[src/common/vrag_pkg.sv]
// Shared constants and types for the video refresh address generator.
// Assumes a single 10 MHz clock and an active low asynchronous reset.
// Behaviour
// Address is refresh address over scan count.
// Each byte gives eight pixels, then steps.
// Sweep row columns per scan, nine scans.
// Next row base after last scan line.
// Reload start address after vertical retrace.
// Nine scans, 80 bytes, 25 rows configured.
// Full screen refreshed sixty times per second.
// Byte offset is column times 16 plus scan.
// Host scrolls by adding 1280 to start.
// Host clears bottom row during retrace first; vrag_host clears nothing, it only steps start.
// Host changes start only during retrace.
// Interrupt raised at vertical retrace.
// Reverse video complements every pixel bit.
// Three planes share address, own shifters.
// Planes hold 32 or 64 kilobytes.
// Host reaches video RAM through remapping.
// Host columns 50 to 7f not stored; vrag_device folds them to row times 300h plus (column - 50h) times 16.
// With 32K parts non-displayed areas wrap.
// Host reaches hidden areas via latch 80h.
// Start address is zero after reset.
package vrag_pkg;
  localparam int unsigned CLK_HZ = 10000000;
  localparam int unsigned FRAME_HZ = 60;
  localparam int unsigned PIXELS_PER_BYTE = 8;
  localparam int unsigned BYTES_PER_LINE = 80;
  localparam int unsigned SCANS_PER_ROW = 9;
  localparam int unsigned ROWS_PER_SCREEN = 25;
  localparam int unsigned SCAN_STRIDE = 16;
  localparam int unsigned ROW_STRIDE = BYTES_PER_LINE * SCAN_STRIDE;
  localparam int unsigned HOST_COLS = 128;
  localparam int unsigned ACTIVE_CYCLES =
    ROWS_PER_SCREEN * SCANS_PER_ROW * BYTES_PER_LINE * PIXELS_PER_BYTE;
  localparam int unsigned FRAME_CYCLES = CLK_HZ / FRAME_HZ;
  localparam int unsigned RETRACE_CYCLES = FRAME_CYCLES - ACTIVE_CYCLES;
  localparam logic [15:0] START_RESET = 16'h0000;
  localparam logic [7:0] HIDDEN_LATCH = 8'h80;
  localparam logic [2:0] PIX_LAST = 3'h7;
  localparam logic [3:0] SCAN_LAST = 4'h8;
  localparam logic [6:0] COL_LAST = 7'h4f;
  localparam logic [4:0] ROW_LAST = 5'h18;
  typedef enum logic [1:0] {
    VRAG_ACTIVE = 2'b00,
    VRAG_RETRACE = 2'b01
  } vrag_phase_type;
endpackage : vrag_pkg

[src/common/vrag_if.sv]
// Link between the refresh controller and the host side.
// Assumes both ends share clk_in.
`timescale 1ns/1ps
`default_nettype none
interface vrag_if;
  logic [15:0] refresh_ram_address;
  logic [7:0] plane_red;
  logic [7:0] plane_green;
  logic [7:0] plane_blue;
  logic [15:0] start_address;
  logic start_load;
  logic retrace;
  logic vert_irq;
  logic [15:0] video_ram_address;
  logic [15:0] host_logical_address;
  logic hidden_select;
  logic ram_64k;
  modport dev (
    output refresh_ram_address, retrace, vert_irq, video_ram_address,
    input plane_red, plane_green, plane_blue, start_address, start_load,
    input host_logical_address, hidden_select, ram_64k
  );
  modport host (
    input refresh_ram_address, retrace, vert_irq, video_ram_address,
    output plane_red, plane_green, plane_blue, start_address, start_load,
    output host_logical_address, hidden_select, ram_64k
  );
endinterface : vrag_if
`default_nettype wire

[src/rtl/vrag_device.sv]
// Refresh address generator with pixel shifters and host address remap.
// Assumes plane data arrives from RAM the cycle after the address.
`timescale 1ns/1ps
`default_nettype none
module vrag_device (
  input wire logic clk_in,
  input wire logic arst_n_in,
  vrag_if.dev link,
  input wire logic reverse_in,
  output logic [2:0] rgb_out,
  output logic active_out
);
  import vrag_pkg::*;

  logic [15:0] start_q;
  logic [15:0] row_base_q;
  logic [6:0] col_q;
  logic [3:0] scan_q;
  logic [4:0] row_q;
  logic [2:0] pix_q;
  logic [31:0] ret_cnt_q;
  vrag_phase_type phase_q;
  logic [7:0] sh_r_q;
  logic [7:0] sh_g_q;
  logic [7:0] sh_b_q;
  logic load_q;
  logic [11:0] refresh_memory_address;
  logic [15:0] host_phys;

  // Start register; zero after reset, loaded by the host.
  always_ff @(posedge clk_in or negedge arst_n_in) begin
    if (!arst_n_in) begin
      start_q <= START_RESET;
    end else if (link.start_load) begin
      start_q <= link.start_address;
    end
  end

  // Pixel, column, scan and row counters walk the frame.
  always_ff @(posedge clk_in or negedge arst_n_in) begin
    if (!arst_n_in) begin
      phase_q <= VRAG_ACTIVE;
      pix_q <= 3'h0;
      col_q <= 7'h00;
      scan_q <= 4'h0;
      row_q <= 5'h00;
      row_base_q <= START_RESET;
      ret_cnt_q <= 32'h0;
    end else begin
      case (phase_q)
        VRAG_ACTIVE: begin
          pix_q <= pix_q + 3'h1;
          if (pix_q == PIX_LAST) begin
            if (col_q != COL_LAST) begin
              col_q <= col_q + 7'h01;
            end else begin
              col_q <= 7'h00;
              if (scan_q != SCAN_LAST) begin
                scan_q <= scan_q + 4'h1;
              end else begin
                scan_q <= 4'h0;
                row_base_q <= row_base_q + 16'(ROW_STRIDE);
                if (row_q != ROW_LAST) begin
                  row_q <= row_q + 5'h01;
                end else begin
                  row_q <= 5'h00;
                  phase_q <= VRAG_RETRACE;
                  ret_cnt_q <= 32'h0;
                end
              end
            end
          end
        end
        VRAG_RETRACE: begin
          ret_cnt_q <= ret_cnt_q + 32'h1;
          if (ret_cnt_q == RETRACE_CYCLES - 1) begin
            row_base_q <= start_q;
            phase_q <= VRAG_ACTIVE;
          end
        end
        default: begin
          phase_q <= VRAG_ACTIVE;
        end
      endcase
    end
  end

  // Word address of the current byte within the refresh space.
  assign refresh_memory_address = 12'(row_base_q[15:4]
    + 12'(col_q));

  // Address goes out registered: refresh address above scan count.
  always_ff @(posedge clk_in or negedge arst_n_in) begin
    if (!arst_n_in) begin
      link.refresh_ram_address <= 16'h0000;
    end else begin
      link.refresh_ram_address <= {refresh_memory_address,
        scan_q + row_base_q[3:0]};
    end
  end

  // Load strobe marks the cycle when fetched plane bytes are present.
  always_ff @(posedge clk_in or negedge arst_n_in) begin
    if (!arst_n_in) begin
      load_q <= 1'b0;
    end else begin
      load_q <= (phase_q == VRAG_ACTIVE) && (pix_q == 3'h0);
    end
  end

  // One shift register per plane, most significant pixel first.
  always_ff @(posedge clk_in or negedge arst_n_in) begin
    if (!arst_n_in) begin
      sh_r_q <= 8'h00;
      sh_g_q <= 8'h00;
      sh_b_q <= 8'h00;
    end else if (load_q) begin
      sh_r_q <= link.plane_red;
      sh_g_q <= link.plane_green;
      sh_b_q <= link.plane_blue;
    end else begin
      sh_r_q <= {sh_r_q[6:0], 1'b0};
      sh_g_q <= {sh_g_q[6:0], 1'b0};
      sh_b_q <= {sh_b_q[6:0], 1'b0};
    end
  end

  // Pixel output, complemented under reverse video; blank in retrace.
  always_ff @(posedge clk_in or negedge arst_n_in) begin
    if (!arst_n_in) begin
      rgb_out <= 3'h0;
      active_out <= 1'b0;
    end else begin
      active_out <= (phase_q == VRAG_ACTIVE);
      if (phase_q == VRAG_ACTIVE) begin
        rgb_out <= {sh_r_q[7], sh_g_q[7], sh_b_q[7]}
          ^ {3{reverse_in}};
      end else begin
        rgb_out <= 3'h0;
      end
    end
  end

  // Retrace level and interrupt for the host to time start updates.
  always_ff @(posedge clk_in or negedge arst_n_in) begin
    if (!arst_n_in) begin
      link.retrace <= 1'b0;
      link.vert_irq <= 1'b0;
    end else begin
      link.retrace <= (phase_q == VRAG_RETRACE);
      link.vert_irq <= (phase_q == VRAG_RETRACE)
        && (ret_cnt_q == 32'h0);
    end
  end

  // Host remap: column times 16 plus scan line; columns 50..7f fold to row times 300h plus (column - 50h) times 16.
  always_comb begin
    logic [8:0] line;
    logic [6:0] col;
    line = link.host_logical_address[15:7];
    col = link.host_logical_address[6:0];
    host_phys = 16'(line[8:4]) * 16'(ROW_STRIDE)
      + 16'(col) * 16'(SCAN_STRIDE) + 16'(line[3:0]);
    if (col > COL_LAST) begin
      host_phys = 16'(col - 7'h50) * 16'(SCAN_STRIDE)
        + 16'(line[3:0]) + 16'(line[8:4]) * 16'h0300;
    end
    host_phys = host_phys + start_q;
    if (link.hidden_select && link.ram_64k) begin
      host_phys = host_phys + {HIDDEN_LATCH, 8'h00};
    end
    if (!link.ram_64k) begin
      host_phys[15] = 1'b0;
    end
  end

  // Remapped host address is registered toward the RAM.
  always_ff @(posedge clk_in or negedge arst_n_in) begin
    if (!arst_n_in) begin
      link.video_ram_address <= 16'h0000;
    end else begin
      link.video_ram_address <= host_phys;
    end
  end
endmodule : vrag_device
`default_nettype wire

[src/flat_wrapper.sv]
// flat-port wrapper written by rule: the top's interface ports become plain ports
module vrag_device_flat import vrag_pkg::*;
  (clk_in, arst_n_in, reverse_in, rgb_out, active_out, link_refresh_ram_address, link_retrace, link_vert_irq, link_video_ram_address, link_plane_red, link_plane_green, link_plane_blue, link_start_address, link_start_load, link_host_logical_address, link_hidden_select, link_ram_64k);
  vrag_if link_i ();
  input wire logic clk_in;
  input wire logic arst_n_in;
  input wire logic reverse_in;
  output logic [2:0] rgb_out;
  output logic active_out;
  output wire logic [$bits(link_i.refresh_ram_address)-1:0] link_refresh_ram_address;
  output wire logic [$bits(link_i.retrace)-1:0] link_retrace;
  output wire logic [$bits(link_i.vert_irq)-1:0] link_vert_irq;
  output wire logic [$bits(link_i.video_ram_address)-1:0] link_video_ram_address;
  input wire logic [$bits(link_i.plane_red)-1:0] link_plane_red;
  input wire logic [$bits(link_i.plane_green)-1:0] link_plane_green;
  input wire logic [$bits(link_i.plane_blue)-1:0] link_plane_blue;
  input wire logic [$bits(link_i.start_address)-1:0] link_start_address;
  input wire logic [$bits(link_i.start_load)-1:0] link_start_load;
  input wire logic [$bits(link_i.host_logical_address)-1:0] link_host_logical_address;
  input wire logic [$bits(link_i.hidden_select)-1:0] link_hidden_select;
  input wire logic [$bits(link_i.ram_64k)-1:0] link_ram_64k;
  assign link_refresh_ram_address = link_i.refresh_ram_address;
  assign link_retrace = link_i.retrace;
  assign link_vert_irq = link_i.vert_irq;
  assign link_video_ram_address = link_i.video_ram_address;
  assign link_i.plane_red = link_plane_red;
  assign link_i.plane_green = link_plane_green;
  assign link_i.plane_blue = link_plane_blue;
  assign link_i.start_address = link_start_address;
  assign link_i.start_load = link_start_load;
  assign link_i.host_logical_address = link_host_logical_address;
  assign link_i.hidden_select = link_hidden_select;
  assign link_i.ram_64k = link_ram_64k;
  vrag_device u_core (.clk_in(clk_in), .arst_n_in(arst_n_in), .link(link_i), .reverse_in(reverse_in), .rgb_out(rgb_out), .active_out(active_out));
endmodule
[config.mk]
export PLATFORM = sky130hd
export DESIGN_NAME = vrag_device_flat
export DESIGN_NICKNAME = d
export VERILOG_FILES = /design/src/common/vrag_pkg.sv /design/src/common/vrag_if.sv /design/src/rtl/vrag_device.sv /design/src/flat_wrapper.sv
export SDC_FILE = /design/constraint.sdc
export NUM_CORES = 1
export LEC_CHECK = 0
export BUFFER_PORTS_ARGS = -buffer_cell sky130_fd_sc_hd__buf_2
export CAP_MARGIN = 0
export CORE_ASPECT_RATIO = 0.7
export CORE_MARGIN = 5
export CORE_UTILIZATION = 59
export DETAILED_ROUTE_END_ITERATION = 6
export PLACE_DENSITY = 0.83
export SYNTH_ARGS = -nofsm -noshare
export SYNTH_HDL_FRONTEND = slang
export SYNTH_SLANG_ARGS = --single-unit
[constraint.sdc]
create_clock -name clk_in -period 2.9 [get_ports clk_in]
set_input_delay 0.435 -clock clk_in [delete_from_list [all_inputs] [get_ports clk_in]]
set_output_delay 0.435 -clock clk_in [all_outputs]
set_load 0.01 [all_outputs]
Word-level counts from Yosys, hierarchy flattened --
Cells that the tools add are included.
Word-level totals: register bits 148, word-level logic and storage cells 89
Operators by class: $add $sub $neg 15, multipliers 2, order comparisons 1, equal/unequal tests 11, mux-type cells 26, bitwise operators 3, reductions and logical operators 13
Operator list (number):
- 2-to-1 mux 32 bit | 4
- 2-to-1 mux 16 bit | 6
- one-hot mux 32 bit (2 select lines) | 1
- adder 16 x 4 -> 16 bit | 2
- adder 32 x 1 -> 32 bit, second input constant | 1
- equality test 32 x 15 -> 1 bit, second input constant | 1
- logical NOT 32 bit | 1
- one-hot mux 16 bit (2 select lines) | 1
- 2-to-1 mux 8 bit | 3
- adder 16 x 11 -> 16 bit | 1
- adder 16 x 11 -> 16 bit, second input constant | 1
- adder 16 x 15 -> 16 bit | 1
- adder 16 bit | 1
- adder 16 bit, second input constant | 1
- AND reduction 5 bit | 3
- adder 12 x 7 -> 12 bit | 1
- 2-to-1 mux 2 bit | 5
- multiplier 5 x 3 -> 8 bit, second input constant | 1
- subtractor 7 x 7 -> 8 bit, second input constant | 1
- adder 7 x 1 -> 7 bit, second input constant | 1
- > comparator 7 bit, second input constant | 1
- multiplier 5 x 2 -> 7 bit, second input constant | 1
- 2-to-1 mux 7 bit | 1
- inequality test 7 bit, second input constant | 1
- 24 further kinds | 30

Longest topological paths before layout --
depth in word-level cells 8, gate-level depth with buffers 19, depth with buffers taken out 19

Least setup slack after synthesis --
Ideal clock, no wire load.
path type input to register, from input link_host_logical_address[11], to register u_core.link.video_ram_address[15], setup time 0.136 ns, arrival 3.261 ns, required time 2.764 ns, slack -0.497 ns, stages on the path 15, path through ha_1 inv_1 fa_1 inv_1 ha_1 xor2_1 a21oi_1 ha_1 clkbuf_1 a21o_1 a31o_2 a221oi_1 nor2b_1 o311ai_0 mux2i_1
On the way: word-level cells in the longest chain between the ends 8
RTL lines:
- start, declared | line flat_wrapper.sv:19 | input wire logic [$bits(link_i.host_logical_address)-1:0] link_host_logical_address;
- multiplier 5 x 3 -> 8 bit | line vrag_device.sv:162 | host_phys = 16'(line[8:4]) * 16'(ROW_STRIDE)
- adder 16 x 11 -> 16 bit | line vrag_device.sv:163 | + 16'(col) * 16'(SCAN_STRIDE) + 16'(line[3:0]);
- adder 16 x 4 -> 16 bit | line vrag_device.sv:163
- 2-to-1 mux 16 bit * | line vrag_device.sv:164 | if (col > COL_LAST) begin
- adder 16 bit * | line vrag_device.sv:168 | host_phys = host_phys + start_q;
- adder 16 bit | line vrag_device.sv:170 | host_phys = host_phys + {HIDDEN_LATCH, 8'h00};
- 2-to-1 mux 16 bit * | line vrag_device.sv:169 | if (link.hidden_select && link.ram_64k) begin
- 2-to-1 mux 1 bit * | line vrag_device.sv:172 | if (!link.ram_64k) begin
- net u_core.host_phys[15] | line vrag_device.sv:28 | logic [15:0] host_phys;
- end signal, assigned | line vrag_device.sv:182 | link.video_ram_address <= host_phys;
- end, declared | line vrag_if.sv:19 | output refresh_ram_address, retrace, vert_irq, video_ram_address,
The timed path passes the listed nets; every way through them passes the cells marked *. A chain may end at the register's enable or synchronous reset.

Final worst setup path --
from input link_host_logical_address[12], to register u_core.link.video_ram_address[15]
The elaborated chain is that of the path after synthesis.

==> results.md <==
* H-tree Lvls at 4
* Final min period at 3250 ps
* Largest net degree at the start of global routing at 64
* LEAKAGE at 4.85 nW
* Drt wl/cell at roughly 18 um
* Vias per cell at 5.71
* Place WS at -770 ps
* NetSw at ~1.7 mW
* Crit-path max FO at 4
* Max-cap violations at 0
* Avg Cell Area, Syn at 10.5 sq um
* Largest cells by area after synthesis: dfrtp_1, ha_1, mux2_2
* Max-slew violations at 0
* Combinational share of power at 23.5%
* Switching portion of total power at 29.4%
* VDD IR max at 0.471 mV
* Post-synth top flop: dfrtp_1
* Clock Latency Late Sink at 430 ps
* Cell accounting for the most synthesized area: dfrtp_1
* Vias in the first global route at 6473
* Arr. time, crit path at 3600 ps
* Part of the power in registers at between 30% and 40%
* Hold Startpoint: link_plane_red[0]
* Worst setup SP type: input pin
* Gpl congestion at approximately 0.86
* Max Root-Sink Buffers at 2
* Initial DRC count at between 500 and 600
* Global-route wire length before repair at 31900 um
* Fin worst setup slack at -349 ps
* Internal Pwr Total at 4.07 mW
* Status: complete, but fails checks
* Clk sinks at 147
* Rel. slew slack at 42.6%
* Total grt overflow at 0
* Die Y at 107 um
* Net count after synthesis at approximately 900
* Initial Utilization at 60.2%
* Post-synth top area share at 46.4%
* PD cells at roughly 590 nW/um^2
* FFs w/ async S/R, synth at 100%
* Flops & latches, synth at 147
* I/O Pins at 100
* Gr usage total at 24.9%
* Fillers at about 840
* Final setup fails at 4
* EDFF count, synth at 0
* Warnings from Yosys at 0
* Share of total power in the clock network at 38.0%
* Total CTS buffers at 17
* Crit path kind: input pin to register
* R2R Path Start: u_core.start_q[0]
* Antenna diodes at 0
* Fin Clk Skew at 11.3 ps
* Fin crit share at 112%
* R2r setup slk at 270 ps
* Root buf cell: clkbuf_16
* CTS clk-pin slew, worst paths at roughly 70 ps
* Die area at 15900 sq um
* CP endpoint kind: register
* Worst-margin pin slew at 861 ps
* Detailed Routing Iterations Pass 1 at 5
* Cell total after placement at between 1k and 1.5k
* RSZ-0062 raised after global routing: true
* # rows at 35
* Setup TNS at -994 ps
* DP Wirelength at 12800 um
* Final Hold Viols at 0
* DR vias at 6334
* Sequential area share after synthesis at 46.4%
* Cell variety after synth at 56
* Hold Path Class: input pin to register
* ANT nets after route at 0
* CTS tree: built
* Count of input and output buffers at 99
* Syn-to-layout area delta at 24.1%
* Fmax at between 0.3 and 0.4 GHz
* Routed Wire Length at 19800 um
* Mapped Area at 7940 sq um
* Failing checks: negative setup slack
* Mapped Cells at 754
* WP data required at 3250 ps
* Initial antenna violation count at 1
* DRC at 0
* Die Width at 149 um
* Crit path launch: link_host_logical_address[12]
* Nets at ~1.0k
* Fin cells at 1110
* Share of post-route cells with drive strength above 1 at a little under 30%
* Core area at 13200 sq um
path summary, 6_finish.rpt:
check | cells after the start | end
hold / removal | 2 | u_core.sh_r_q[0]
hold reg to reg | 1 | u_core.load_q
min in group asynchronous | 2 | u_core.sh_r_q[4]
setup reg to reg | 11 | u_core.link.video_ram_address[14]
max in group asynchronous | 3 | u_core.link.refresh_ram_address[13]
setup / recovery | 16 | u_core.link.video_ram_address[15]
worst max-delay path, stage by stage:
cell,delay (ps)
buf_8,90
ha_4,120
inv_2,30
fa_2,540
inv_2,70
ha_4,330
xor2_1,240
a21oi_1,130
ha_1,360
a21o_1,190
a31o_4,220
a221oi_4,340
nor2b_4,90
o31ai_2,180
nand2_1,80
mux2i_1,140
synthesized netlist by cell type, drive strengths merged, types with 10 or more instances:
cell	number
a21o	16
a21oi	35
clkbuf	11
dfrtp	147
ha	60
inv	42
mux2	45
nand2	50
nand3	18
nand4	12
nor2	77
nor2b	10
nor3	15
o21ai	46
xnor2	47
xor2	30
final cells by class:
cell class / count / area, sq um / area share (%)
Clock inverter: 13 / 141 / 1.44
Multi-Input combinational cell: 549 / 4240 / 43.0
Clock buffer: 19 / 443 / 4.50
Tap cell: 185 / 231 / 2.35
Sequential cell: 147 / 3680 / 37.4
Inverter: 42 / 158 / 1.60
Timing Repair Buffer: 155 / 957 / 9.72
kinds of logic (layout without fill, tap and decap cells):
| kind of cell | after synthesis | count (layout) | synth area share [%] |
|---|---|---|---|
| AOI/OAI and AO/OA | 129 | 129 | 9.86 |
| xor gates and xnor gates | 77 | 77 | 8.50 |
| adders and majority gates | 67 | 67 | 11.2 |
| buffers and inverters | 58 | 229 | 2.98 |
| DFF | 147 | 147 | 46.4 |
| muxes | 48 | 48 | 6.76 |
| and+or+nand+nor | 228 | 228 | 14.3 |
cells in the final DEF (no fill, tap or decap), types with 4 or more instances in the layout:
cell	count
nand3_1	17
and2_1	4
buf_4	53
fa_1	6
clkbuf_16	17
nor2b_1	8
nor4_1	7
nor2_1	76
inv_6	4
nand4_1	12
inv_8	4
a21o_1	16
dfrtp_1	147
o21ai_0	40
ha_4	5
ha_1	55
nand2b_1	5
a31oi_1	4
inv_1	40
a21oi_1	32
mux2_2	45
and3_1	5
nor3_1	15
nand2_1	49
buf_2	96
xor2_1	30
xnor2_1	46
routing by layer:
layer / vias to the layer above / global-route usage, % / part of all wire [%]
met5: - / 0 / 0.035
met4: 2 / 9.69 / 2.6
met3: 63 / 5.70 / 6.8
met2: 255 / 38.0 / 47
met1: 3074 / 34.7 / 44
li1: 2940 / - / -
power by group through the flow:
| stage | Sequential (mW) | Clock, mW | Combinational, mW |
|---|---|---|---|
| final | 2.22 | 2.19 | 1.36 |
| after global routing | 2.22 | 2.30 | 1.46 |
| after CTS | 2.22 | 2.21 | 1.20 |
| after detailed placement | 2.25 | 0 | 1.09 |
| after global placement | 2.25 | 0 | 1.06 |
| after floorplan | 2.29 | 0 | 0.598 |
metrics by stage:
| step | hold slack [ps] | instance area [sq um] | total power, mW | util [%] |
|---|---|---|---|---|
| floorplan | 139 | 8000 | 2.89 | - |
| global placement | 445 | 8980 | 3.30 | 68.1 |
| detailed placement | 457 | 8980 | 3.34 | 68.1 |
| CTS | 204 | 9690 | 5.62 | 73.5 |
| global route | 224 | 9850 | 5.99 | 74.7 |
| finish | 216 | 9850 | 5.76 | 74.7 |
registers in the layout, indices dropped and copies added, names as in the netlist, 4 cells and up:
name                             count
u_core.col_q                         7
u_core.link.refresh_ram_address     16
u_core.link.video_ram_address       16
u_core.ret_cnt_q                    32
u_core.row_base_q                   16
u_core.row_q                         5
u_core.scan_q                        4
u_core.sh_b_q                        8
u_core.sh_g_q                        8
u_core.sh_r_q                        8
u_core.start_q                      16
repair_timing:
action,4_1_cts,5_1_grt
cloned,0,0
gates resized for setup,20,23
hold endpoints to repair,2,0
endpoints found under the setup margin,3,7
pin swaps,9,25
setup buffers,3,8
hold buffers,1,0
Note: power is estimated with default switching activity, not from simulation.
